`config.mk`:
```
export PLATFORM = sky130hd
export DESIGN_NAME = ir_ambient_adc_config
export DESIGN_NICKNAME = d
export VERILOG_FILES = /design/src/ir_ambient_pkg.sv /design/src/ir_ambient_adc_config.sv
export SDC_FILE = /design/constraint.sdc
export NUM_CORES = 1
export LEC_CHECK = 0
export ABC_AREA = 1
export BUFFER_PORTS_ARGS = -buffer_cell sky130_fd_sc_hd__buf_2
export CORE_ASPECT_RATIO = 1.4
export CORE_MARGIN = 1.5
export CORE_UTILIZATION = 50
export CTS_BUF_LIST = sky130_fd_sc_hd__clkbuf_16
export DETAILED_ROUTE_END_ITERATION = 8
export PLACE_DENSITY = 0.91
export SYNTH_ARGS = -nofsm -noshare
export SYNTH_HDL_FRONTEND = slang
export SYNTH_SLANG_ARGS = --single-unit
```
`constraint.sdc`:
```
create_clock -name clock -period 2.55 [get_ports clock]
set_input_delay 0.51 -clock clock [delete_from_list [all_inputs] [get_ports clock]]
set_output_delay 0.51 -clock clock [all_outputs]
set_load 0.005 [all_outputs]
```
`src/ir_ambient_pkg.sv`:
```
`default_nettype none
package ir_ambient_pkg;
  // Register indices (printed offsets are not multiples of four)
  localparam logic [7:0] IDX_INTEG_SCALE = 8'h1E;
  localparam logic [7:0] IDX_MISC = 8'h1F;
  localparam logic [7:0] IDX_CTRL = 8'h20;
  localparam logic [7:0] IDX_STATUS = 8'h21;
  // Byte addresses are four times the index
  localparam logic [11:0] ADDR_INTEG_SCALE = {2'h0, IDX_INTEG_SCALE, 2'h0};
  localparam logic [11:0] ADDR_MISC = {2'h0, IDX_MISC, 2'h0};
  localparam logic [11:0] ADDR_CTRL = {2'h0, IDX_CTRL, 2'h0};
  localparam logic [11:0] ADDR_STATUS = {2'h0, IDX_STATUS, 2'h0};
  // Field layout
  localparam int SCALE_W = 3;
  localparam int RANGE_BIT = 5;
  localparam int MISC_RSVD_W = 5;
  localparam logic [7:0] SCALE_RESET = 8'h00;
  localparam logic [7:0] MISC_RESET = 8'h00;
  localparam logic [SCALE_W-1:0] SCALE_MAX = 3'h7;
  // Sequencer revision that first honours the scale (A03)
  localparam logic [7:0] SEQ_REV_SCALE_MIN = 8'h03;
  localparam int DIV_W = 8;
  // Divider: 2 ** scale, up to 128
  localparam logic [DIV_W-1:0] DIV_ONE = 8'h01;
  typedef struct packed {
    logic [SCALE_W-1:0] scale;
    logic highRange;
  } adc_cfg_t;
  typedef enum logic [1:0] {
    IDLE_S = 2'b00,
    ACCESS_S = 2'b01
  } apb_state_t;
endpackage
`default_nettype wire

```
`src/ir_ambient_adc_config.sv`:
```
`default_nettype none
module ir_ambient_adc_config
  import ir_ambient_pkg::*;
(
  input wire logic clock, // 20 MHz system clock
  input wire logic reset, // Synchronous, active high
  input wire logic psel, // APB select
  input wire logic penable, // APB enable
  input wire logic pwrite, // APB direction
  input wire logic [11:0] paddr, // APB byte address
  input wire logic [31:0] pwdata, // APB write data
  output logic [31:0] prdata, // APB read data
  output logic pready, // APB ready
  output logic pslverr, // APB error, unmapped address
  input wire logic [7:0] seqRevision, // Sequencer revision number
  input wire logic eventIn, // Programmed event request
  input wire logic intIn, // Interrupt wire level
  output logic intOut, // Interrupt pin output value
  output logic intOe, // Interrupt pin enable, high drives low
  output logic adcClkEn, // One pulse per divided ADC clock
  output ir_ambient_pkg::adc_cfg_t adcCfg // Active converter setup
);
  import ir_ambient_pkg::*;

  // Integer power of two, used by the divider
  // Eight bits hold the largest factor, so the shift never overflows
  // for any legal code; a wider code would need a wider result
  // Kept as a function; the divider compare is its only caller
  function automatic logic [DIV_W-1:0] div_of(input logic [SCALE_W-1:0] s);
    div_of = DIV_ONE << s;
  endfunction

  logic [7:0] scale_r, scale_nxt; // Scale parameter storage
  logic [7:0] misc_r, misc_nxt; // Misc parameter storage
  logic eventEn_r, eventEn_nxt; // Software enable for events
  logic eventPend_r, eventPend_nxt; // Sticky event, drives the pin
  logic [31:0] prdata_r, prdata_nxt; // Registered read data
  logic pready_r, pready_nxt; // Registered ready
  logic pslverr_r, pslverr_nxt; // Registered error
  apb_state_t st_r, st_nxt; // Bus state
  logic [DIV_W-1:0] divCnt_r, divCnt_nxt; // Clock divider count
  logic adcClkEn_r, adcClkEn_nxt; // Divided clock pulse
  adc_cfg_t cfg_r, cfg_nxt; // Configuration seen by converter
  logic [SCALE_W-1:0] effScale; // Scale after revision gate
  logic mapped; // Address decodes to a register
  logic wrAcc; // Write accepted this cycle
  logic clrEvent; // Software clears event

  // Address decode
  // Only the four word addresses are mapped; everything else is
  // answered with an error and leaves the registers untouched
  // Sub-word addresses are not mapped either
  always_comb
  begin
    mapped = (paddr == ADDR_INTEG_SCALE) || (paddr == ADDR_MISC) ||
             (paddr == ADDR_CTRL) || (paddr == ADDR_STATUS);
  end

  // Older sequencers ignore the scale and run undivided
  // The stored value is kept, so a later revision change takes it up
  // at once; software needs no rewrite after the revision switches
  // The revision input is treated as a level, not an event
  always_comb
  begin
    if (seqRevision >= SEQ_REV_SCALE_MIN)
      effScale = scale_r[SCALE_W-1:0];
    else
      effScale = '0;
  end

  // APB slave: one wait state, answer in the second access cycle after setup
  // Ready is registered to keep the bus outputs free of decode paths;
  // the cost is one extra cycle on every transfer
  // A write lands only at the edge where ready is seen high
  // Read data is cleared on errors so no stale value leaks out
  always_comb
  begin
    st_nxt = st_r;
    pready_nxt = 1'b0;
    pslverr_nxt = 1'b0;
    prdata_nxt = prdata_r;
    wrAcc = 1'b0;
    unique case (st_r)
      IDLE_S:
      begin
        if (psel && !penable)
          st_nxt = ACCESS_S;
      end
      ACCESS_S:
      begin
        if (psel && penable && !pready_r)
        begin
          pready_nxt = 1'b1;
          pslverr_nxt = !mapped;
          prdata_nxt = '0;
          if (!pwrite && mapped)
          begin
            if (paddr == ADDR_INTEG_SCALE)
              prdata_nxt = {24'h00_0000, scale_r};
            else if (paddr == ADDR_MISC)
              prdata_nxt = {24'h00_0000, misc_r};
            else if (paddr == ADDR_CTRL)
              prdata_nxt = {31'h0000_0000, eventEn_r};
            else
              prdata_nxt = {30'h0000_0000, intIn, eventPend_r};
          end
        end
        else if (pready_r)
          st_nxt = IDLE_S;
      end
    endcase
    if (psel && penable && pready_r && pwrite && mapped)
      wrAcc = 1'b1;
  end

  // Register writes; reserved scale bits kept as zero
  // Misc keeps all eight bits; preserving the reserved ones is left
  // to the host, which must read before it writes
  // The status write only clears, it can never raise the event
  always_comb
  begin
    scale_nxt = scale_r;
    misc_nxt = misc_r;
    eventEn_nxt = eventEn_r;
    clrEvent = 1'b0;
    if (wrAcc)
    begin
      if (paddr == ADDR_INTEG_SCALE)
        scale_nxt = {5'h00, pwdata[SCALE_W-1:0]};
      else if (paddr == ADDR_MISC)
        misc_nxt = pwdata[7:0];
      else if (paddr == ADDR_CTRL)
        eventEn_nxt = pwdata[0];
      else
        clrEvent = pwdata[0];
    end
    // Event set wins over a simultaneous clear
    eventPend_nxt = eventPend_r;
    if (clrEvent)
      eventPend_nxt = 1'b0;
    if (eventIn && eventEn_r)
      eventPend_nxt = 1'b1;
  end

  // Divider: one enable pulse each 2 ** scale clocks
  // The compare uses greater-or-equal so a drop to a smaller scale
  // wraps at once instead of running through the old long count
  // New settings reach the converter one clock after the register
  always_comb
  begin
    cfg_nxt.scale = effScale;
    cfg_nxt.highRange = misc_r[RANGE_BIT];
    adcClkEn_nxt = 1'b0;
    if (divCnt_r >= div_of(cfg_r.scale) - DIV_ONE)
    begin
      divCnt_nxt = '0;
      adcClkEn_nxt = 1'b1;
    end
    else
      divCnt_nxt = divCnt_r + DIV_ONE;
  end

  // State registers
  // Reset is synchronous; all state returns to known constants
  // The divider restarts so the first pulse follows release at once
  // Nothing here depends on the bus during reset
  always_ff @(posedge clock)
  begin
    if (reset)
    begin
      scale_r <= SCALE_RESET;
      misc_r <= MISC_RESET;
      eventEn_r <= 1'b0;
      eventPend_r <= 1'b0;
      prdata_r <= '0;
      pready_r <= 1'b0;
      pslverr_r <= 1'b0;
      st_r <= IDLE_S;
      divCnt_r <= '0;
      adcClkEn_r <= 1'b0;
      cfg_r <= '0;
    end
    else
    begin
      scale_r <= scale_nxt;
      misc_r <= misc_nxt;
      eventEn_r <= eventEn_nxt;
      eventPend_r <= eventPend_nxt;
      prdata_r <= prdata_nxt;
      pready_r <= pready_nxt;
      pslverr_r <= pslverr_nxt;
      st_r <= st_nxt;
      divCnt_r <= divCnt_nxt;
      adcClkEn_r <= adcClkEn_nxt;
      cfg_r <= cfg_nxt;
    end
  end

  // Outputs straight from flip-flops; pin never driven high
  // The pin value is tied low: only the enable moves, so the wire
  // can only be released to its pull-up or sunk by the device
  // Sharing the line with other open-drain parts is therefore safe
  assign prdata = prdata_r;
  assign pready = pready_r;
  assign pslverr = pslverr_r;
  assign intOut = 1'b0;
  assign intOe = eventPend_r;
  assign adcClkEn = adcClkEn_r;
  assign adcCfg = cfg_r;

  // Checks
  // All checks run on the single clock and are held off during reset
  // except the two that look at the first cycle after it

  // The pin value itself must never be high
  a_int_never_high: assert property (@(posedge clock) disable iff (reset)
    intOut == 1'b0)
    else $error("interrupt pin driven high");

  // Scale comes out of reset as zero
  a_scale_reset: assert property (@(posedge clock)
    $past(reset) |-> scale_r == SCALE_RESET)
    else $error("scale not zero after reset");

  // The pin is released right after reset
  a_pin_reset_release: assert property (@(posedge clock)
    $past(reset) |-> !intOe)
    else $error("interrupt pin sunk after reset");

  // Stored scale never exceeds the top code
  a_scale_max: assert property (@(posedge clock) disable iff (reset)
    scale_r[7:SCALE_W] == '0 && scale_r[SCALE_W-1:0] <= SCALE_MAX)
    else $error("scale above seven");

  // Range bit reaches the converter one clock later
  a_range_follow: assert property (@(posedge clock) disable iff (reset)
    ##1 cfg_r.highRange == $past(misc_r[RANGE_BIT]))
    else $error("range bit not applied");

  // Older sequencer always sees an undivided clock
  a_old_seq_gate: assert property (@(posedge clock) disable iff (reset)
    seqRevision < SEQ_REV_SCALE_MIN |=> cfg_r.scale == '0)
    else $error("old sequencer used scale");

  // Newer sequencer sees the stored scale one clock later
  a_scale_follow: assert property (@(posedge clock) disable iff (reset)
    seqRevision >= SEQ_REV_SCALE_MIN |=>
    cfg_r.scale == $past(scale_r[SCALE_W-1:0]))
    else $error("scale not applied");

  // Undivided clock pulses on every cycle
  a_div_period: assert property (@(posedge clock) disable iff (reset)
    adcClkEn_r && cfg_r.scale == '0 && $stable(cfg_r.scale) |=>
    adcClkEn_r || cfg_r.scale != '0)
    else $error("undivided clock missed pulse");

  // A pulse always coincides with a restarted count
  a_div_gap: assert property (@(posedge clock) disable iff (reset)
    adcClkEn_r |-> divCnt_r == '0)
    else $error("divider pulse off the wrap point");

  // A misc write stores the written byte
  a_misc_keep: assert property (@(posedge clock) disable iff (reset)
    wrAcc && paddr == ADDR_MISC |=> misc_r == $past(pwdata[7:0]))
    else $error("misc write lost");

  // A write to an unmapped address changes no parameter
  a_unmapped_ignored: assert property (@(posedge clock)
    disable iff (reset)
    psel && penable && pready_r && pwrite && !mapped |=>
    $stable(scale_r) && $stable(misc_r))
    else $error("unmapped write changed a register");

  // An event wins over a clear in the same cycle
  a_event_set_wins: assert property (@(posedge clock) disable iff (reset)
    eventIn && eventEn_r |=> eventPend_r)
    else $error("event lost");

  // Ready stands for exactly one cycle
  a_ready_one_cycle: assert property (@(posedge clock)
    disable iff (reset)
    pready_r |=> !pready_r)
    else $error("ready held too long");

  // Error only comes with ready, and carries no read data
  a_err_with_ready: assert property (@(posedge clock) disable iff (reset)
    pslverr_r |-> pready_r && prdata_r == '0)
    else $error("error without ready");

  // Main scenarios
  c_scale_write: cover property (@(posedge clock) wrAcc &&
    paddr == ADDR_INTEG_SCALE);
  c_high_range: cover property (@(posedge clock) cfg_r.highRange);
  c_int_assert: cover property (@(posedge clock) $rose(intOe));
  c_old_seq: cover property (@(posedge clock)
    seqRevision < SEQ_REV_SCALE_MIN && scale_r != '0);
endmodule
`default_nettype wire

```
==> metrics.yaml, run 1 <==
run_status:
  outcome: "finished, final reports clean"
timing:
  fin_skew_ns: 0.001512
  worstMarginPinSlew_ns: 0.5956
  rsz0062_at_grt: "no"
  slew-limit-headroom: 0.6016
  fmax_ghz: 0.5672
  holdWs_ns: 0.4403
  finalCritPeriodShare: 0.6914
  setup_viol: 0
  hold_viol: 0
  setup_ws_ns: 0.7870
  fin_crit_ns: 1.763
  tns_ns: 0
  slew_violations: 0
min_path:
  hold_class: "reg2reg"
  min-delay-start: "misc_r[5]"
  min_to: "adcCfg[0]"
  whs_path_depth: 2
floorplan:
  row_count: 27
  start_util: 0.5195
  die_height_um: 78.82
  design.core.area_um2: 3953
  die_w_um: 57.16
  io_pins: 100
  die-area_um2: 4505
global_routing:
  antenna_found_initial: 0
  grt_pass1_wl_um: 6824
  grt_overflow_total: 0
  grt_max_degree: 18
  grt_pass1_vias: 1657
  grtUsageTotal: 0.1979
critical_path:
  arrival_ns: 1.96
  rr_endpoint: "divCnt_r[3]"
  crit_type: "reg2reg"
  rrSetupSlack_ns: 0.79
  critPathCaptureType: "register"
  r2r_start: "adcCfg[3]"
  cp_max_fo: 8
  cp.required_ns: 2.75
  ff2ff_path_depth: 7
  startpoint_type: "register"
logic_synthesis:
  synth_common_cells: "nand2_1 (42), inv_1 (39), nor2_1 (38)"
  yosys.area.top_type: "dfxtp_1"
  yosysSeqAreaShare: 0.3608
  synth_top_family_by_area: "simple AND/OR/NAND/NOR gates"
  synth_seq_cells: 37
  synth_area_um2: 2053
  synthMuxAreaShare: 0
  synthArstFlopShare: 0
  yosys.area_share.simple: 0.2511
  ys_types: 29
  synth_cells: 281
  avgSynthCellArea_um2: 7.307
  ys_top_cells_by_area: "dfxtp_1 (36%), buf_4 (9.1%), nand2_1 (7.7%)"
  synth_fa_ha_area_frac: 0.05484
  synth-xor-area-share: 0.02559
  synth_compound_area_frac: 0.1261
  synth_ff_type: "dfxtp_1"
  synth.most_common_cell: "nand2_1"
  netlist.area_leader.share: 0.3608
  ys.warnings.count: 0
  synth_edf_count: 0
pwr:
  p_per_area_nw_per_um2: 561.8
  peakVddDrop_uv: 574.3
  p_leak_nw: 1.176
clock_network:
  clk_pin_slew_worst_paths_ns: 0.05
  numCtsBuffers: 5
  ctsResizeCount: 0
  clkSinkCount: 37
  clk_latency_ns: 0.28
  post_cts_buffers: 0
  cts.htree.levels: 2
  cts_root_buf: "clkbuf_16"
  clockBufferDepth: 2
  cts_tree: "built"
  ctsHoldBuffers: 0
detailed_routing:
  drc_errors: 0
  via_per_inst: 4.886
  num_vias: 1837
  firstDrtPassIters: 4
  wl_per_cell_um: 11.45
  drtIter0Drc: 64
  final_antenna_net_count: 0
  wl_um: 4307
placed_design:
  io_buffers: 50
  gp_congestion: 0.8399
  dp_hpwl_um: 3290
  dp_slack_ns: 0.5427
layout:
  drive_gt1_frac: 0.2012
  area_growth_pct: 16.64
  diodes: 0
  fin_nets: 400
job:
  drv_cap: 0
## logic make-up after synthesis
kind of cell,Yosys count
flops,37
fa+ha+maj,9
simple gates,113
compound gates,44
xor+xnor,6
buf+inv,70
other cells,2
## report_power, final
part           internal, W  switching (W)
registers         0.000583     0.00000225
clock network     0.000453       0.000219
logic            0.0000329      0.0000555
total              0.00107       0.000276
## cell usage in the layout, fill, tap and decap left out
master and n:
a211oi_1 3, a21boi_2 1, a21oi_1 22, a21oi_2 2, buf_2 50, bufinv_16 1, clkbuf_16 5, clkinv_1 1
conb_1 26, dfxtp_1 37, ha_1 9, inv_1 40, inv_2 1, nand2_1 42, nand3_1 14, nand3_4 1
nand4_1 10, nor2_1 38, nor2_2 1, nor2_4 2, nor3_1 4, nor3_4 1, o21a_1 1, o21ai_0 11
o21ai_2 2, o311a_1 1, o31ai_1 1, xnor2_1 3, xor2_1 3
## worst max-delay path by stage
stage	start	end
after floorplan	paddr[0]	misc_r[1]
after global placement	paddr[0]	misc_r[3]
after detailed placement	paddr[0]	misc_r[0]
after CTS	adcCfg[3]	divCnt_r[3]
after global routing	paddr[1]	misc_r[0]
final	adcCfg[3]	divCnt_r[3]
## sequential cells by signal, summed over array words and instances (netlist names)
signal and flops:
pslverr 1, scale_r 3, pready 1, adcCfg 4, intOe 1, misc_r 8, eventEn_r 1, prdata 8
divCnt_r 8, st_r 1, adcClkEn 1
## layer usage
layer / GRT usage / wire (um) / up-vias
met5: 0 / 0 / -
met4: 0.1070 / 121 / 0
met3: 0.04397 / 209 / 12
met2: 0.3908 / 2406 / 59
met1: 0.1785 / 1569 / 813
li1: - / - / 953
## stage by stage
step                cell area [um2]  total power (W)  cells    util
global route                   2395         0.001398    376  0.6059
CTS                            2395         0.001359    376  0.6059
detailed placement             2232        0.0006849    368  0.5647
floorplan                      2143        0.0006733    305       -
finish                         2395         0.001345    376  0.6059
global placement               2232        0.0006826    368  0.5647
## layout make-up
class                   instances  area, um2
clock buffers                   5      125.1
clock inverters                 3      37.54
fillers                       365       1558
inverters                      40      150.1
multi-input cells             198       1037
flip-flops and latches         37      740.7
well taps                      43      53.80
repair buffers                 50      250.2
## critical path, cell delays in order (launching register included)
cell and delay, ns:
dfxtp_1 0.42, inv_1 0.09, ha_1 0.31, a21oi_1 0.17, o31ai_1 0.10, nand2_1 0.08, nand4_1 0.28, nor2_1 0.22
No activity file was read; power rests on OpenSTA's default activity.
==> run 2, diff against run 1 <==
- CORE_UTILIZATION: 50 -> 46
- PLACE_DENSITY: 0.91 -> 0.85
- clock period: 2.55 -> 1.8 ns (I/O delays scaled with it)
==> metrics.yaml, run 2 (synthesis gave the netlist of run 1 again) <==
run_status:
  outcome: "finished, final reports clean"
pwr:
  power_frac_seq: 0.462
  p_per_area_nw_per_um2: 733.5
  peakVddDrop_uv: 594.4
  fin_total_pwr_w: 0.001794
  netSwitchingFraction: 0.2289
  p_int_w: 0.001383
  pwr-share-clk: 0.465
  switching_power_w: 0.0004108
  p_leak_nw: 1.190
  p_comb_frac: 0.073
detailed_routing:
  drc_errors: 0
  drtIter0Drc: 53
  via_per_inst: 4.686
  wl_um: 4197
  firstDrtPassIters: 4
  num_vias: 1865
  final_antenna_net_count: 0
  wl_per_cell_um: 10.55
timing:
  hold_viol: 0
  slew_violations: 0
  setup_ws_ns: 0.1768
  fin_skew_ns: 0.006520
  finalCritPeriodShare: 0.9018
  rsz0062_at_grt: "no"
  tns_ns: 0
  fin_crit_ns: 1.623
  fmax_ghz: 0.6161
  setup_viol: 0
min_path:
  whs_path_depth: 3
  hold_class: "in2reg"
floorplan:
  row_count: 28
  start_util: 0.4804
  die_height_um: 82.05
  design.core.area_um2: 4274
  io_pins: 100
  die_w_um: 59.47
  die-area_um2: 4879
layout:
  seqCellArea_um2: 740.7
  fin_nets: 405
  fin_util: 0.5723
  area_growth_pct: 19.13
  drive_gt1_frac: 0.2160
  multiInputGateArea_um2: 1037
  diodes: 0
  final_common_cell: "buf_2"
  final_cell_mix: "buf_2 (50), nand2_1 (42), inv_1 (39), nor2_1 (38), dfxtp_1 (37)"
  fillCellCount: 426
global_routing:
  antenna_found_initial: 0
  grt_max_degree: 18
  grt_overflow_total: 0
  grtUsageTotal: 0.1799
  grt_pass1_wl_um: 6582
  grt_pass1_vias: 1602
placed_design:
  dp_slack_ns: 0.09680
  io_buffers: 50
  dp_hpwl_um: 3213
  gp_congestion: 0.8520
critical_path:
  cp.required_ns: 1.98
  crit_type: "reg2reg"
  startpoint_type: "register"
  arrival_ns: 1.80
  cp_max_fo: 8
  critPathCaptureType: "register"
  ff2ff_path_depth: 8
clock_network:
  cts.htree.levels: 2
  numCtsBuffers: 5
  cts_tree: "built"
  clockBufferDepth: 2
  cts_root_buf: "clkbuf_16"
  clk_latency_ns: 0.28
  clkSinkCount: 37
  ctsHoldBuffers: 0
  clk_pin_slew_worst_paths_ns: 0.06
job:
  drv_cap: 0
run 2: worst max-delay path, cell delays in order (launching register included):
cell and delay [ns]:
dfxtp_1 0.43, inv_1 0.09, ha_1 0.31, inv_1 0.06, o31ai_1 0.23, nand2_1 0.10, nand4_1 0.09, buf_4 0.16
nor2_1 0.05
run 2: cell type report:
| type | count | area share |
|---|---|---|
| inverter | 40 | 0.06138 |
| clock inverter | 3 | 0.007161 |
| sequential | 37 | 0.3028 |
| tap | 60 | 0.03069 |
| clock buffer | 5 | 0.05115 |
| timing repair buffer | 55 | 0.1228 |
| multi-input combinational | 198 | 0.4240 |
run 2: final timing paths:
path              startpoint          end  slack (ns)
setup / recovery   adcCfg[3]  divCnt_r[2]        0.18
hold reg to reg    misc_r[5]    adcCfg[0]        0.46
setup reg to reg   adcCfg[3]  divCnt_r[2]        0.18
hold / removal     pwdata[3]    misc_r[3]        0.30
run 2: repair_timing:
item                                    in CTS  in global routing
resized for setup                            0                  0
endpoints found under the setup margin       0                  8
buffers inserted                             0                  1
run 2: per-stage QoR:
stage | instances | hold slack [ns] | area (um2)
4_1_cts | 397 | 0.2986 | 2439
5_1_grt | 398 | 0.3218 | 2446
3_3_place_gp | 389 | 0.4289 | 2296
6_report | 398 | 0.3009 | 2446
3_5_place_dp | 389 | 0.4318 | 2296
2_1_floorplan | 305 | 0.4137 | 2143
run 2: power groups by stage:
stage / logic, W / registers, W / clock network (W)
2_1_floorplan: 0.000108 / 0.000846 / 0
3_3_place_gp: 0.000125 / 0.000846 / 0
3_5_place_dp: 0.000127 / 0.000846 / 0
4_1_cts: 0.000128 / 0.000828 / 0.000853
5_1_grt: 0.000152 / 0.000828 / 0.000889
6_report: 0.000131 / 0.000828 / 0.000835
run 2: metal layers:
| metal | vias up | routed length, um | GRT usage |
|---|---|---|---|
| met5 | - | 0 | 0 |
| met4 | 0 | 89 | 0.09318 |
| met3 | 9 | 178 | 0.04882 |
| met2 | 49 | 2252 | 0.3253 |
| met1 | 840 | 1677 | 0.1839 |
| li1 | 967 | - | - |
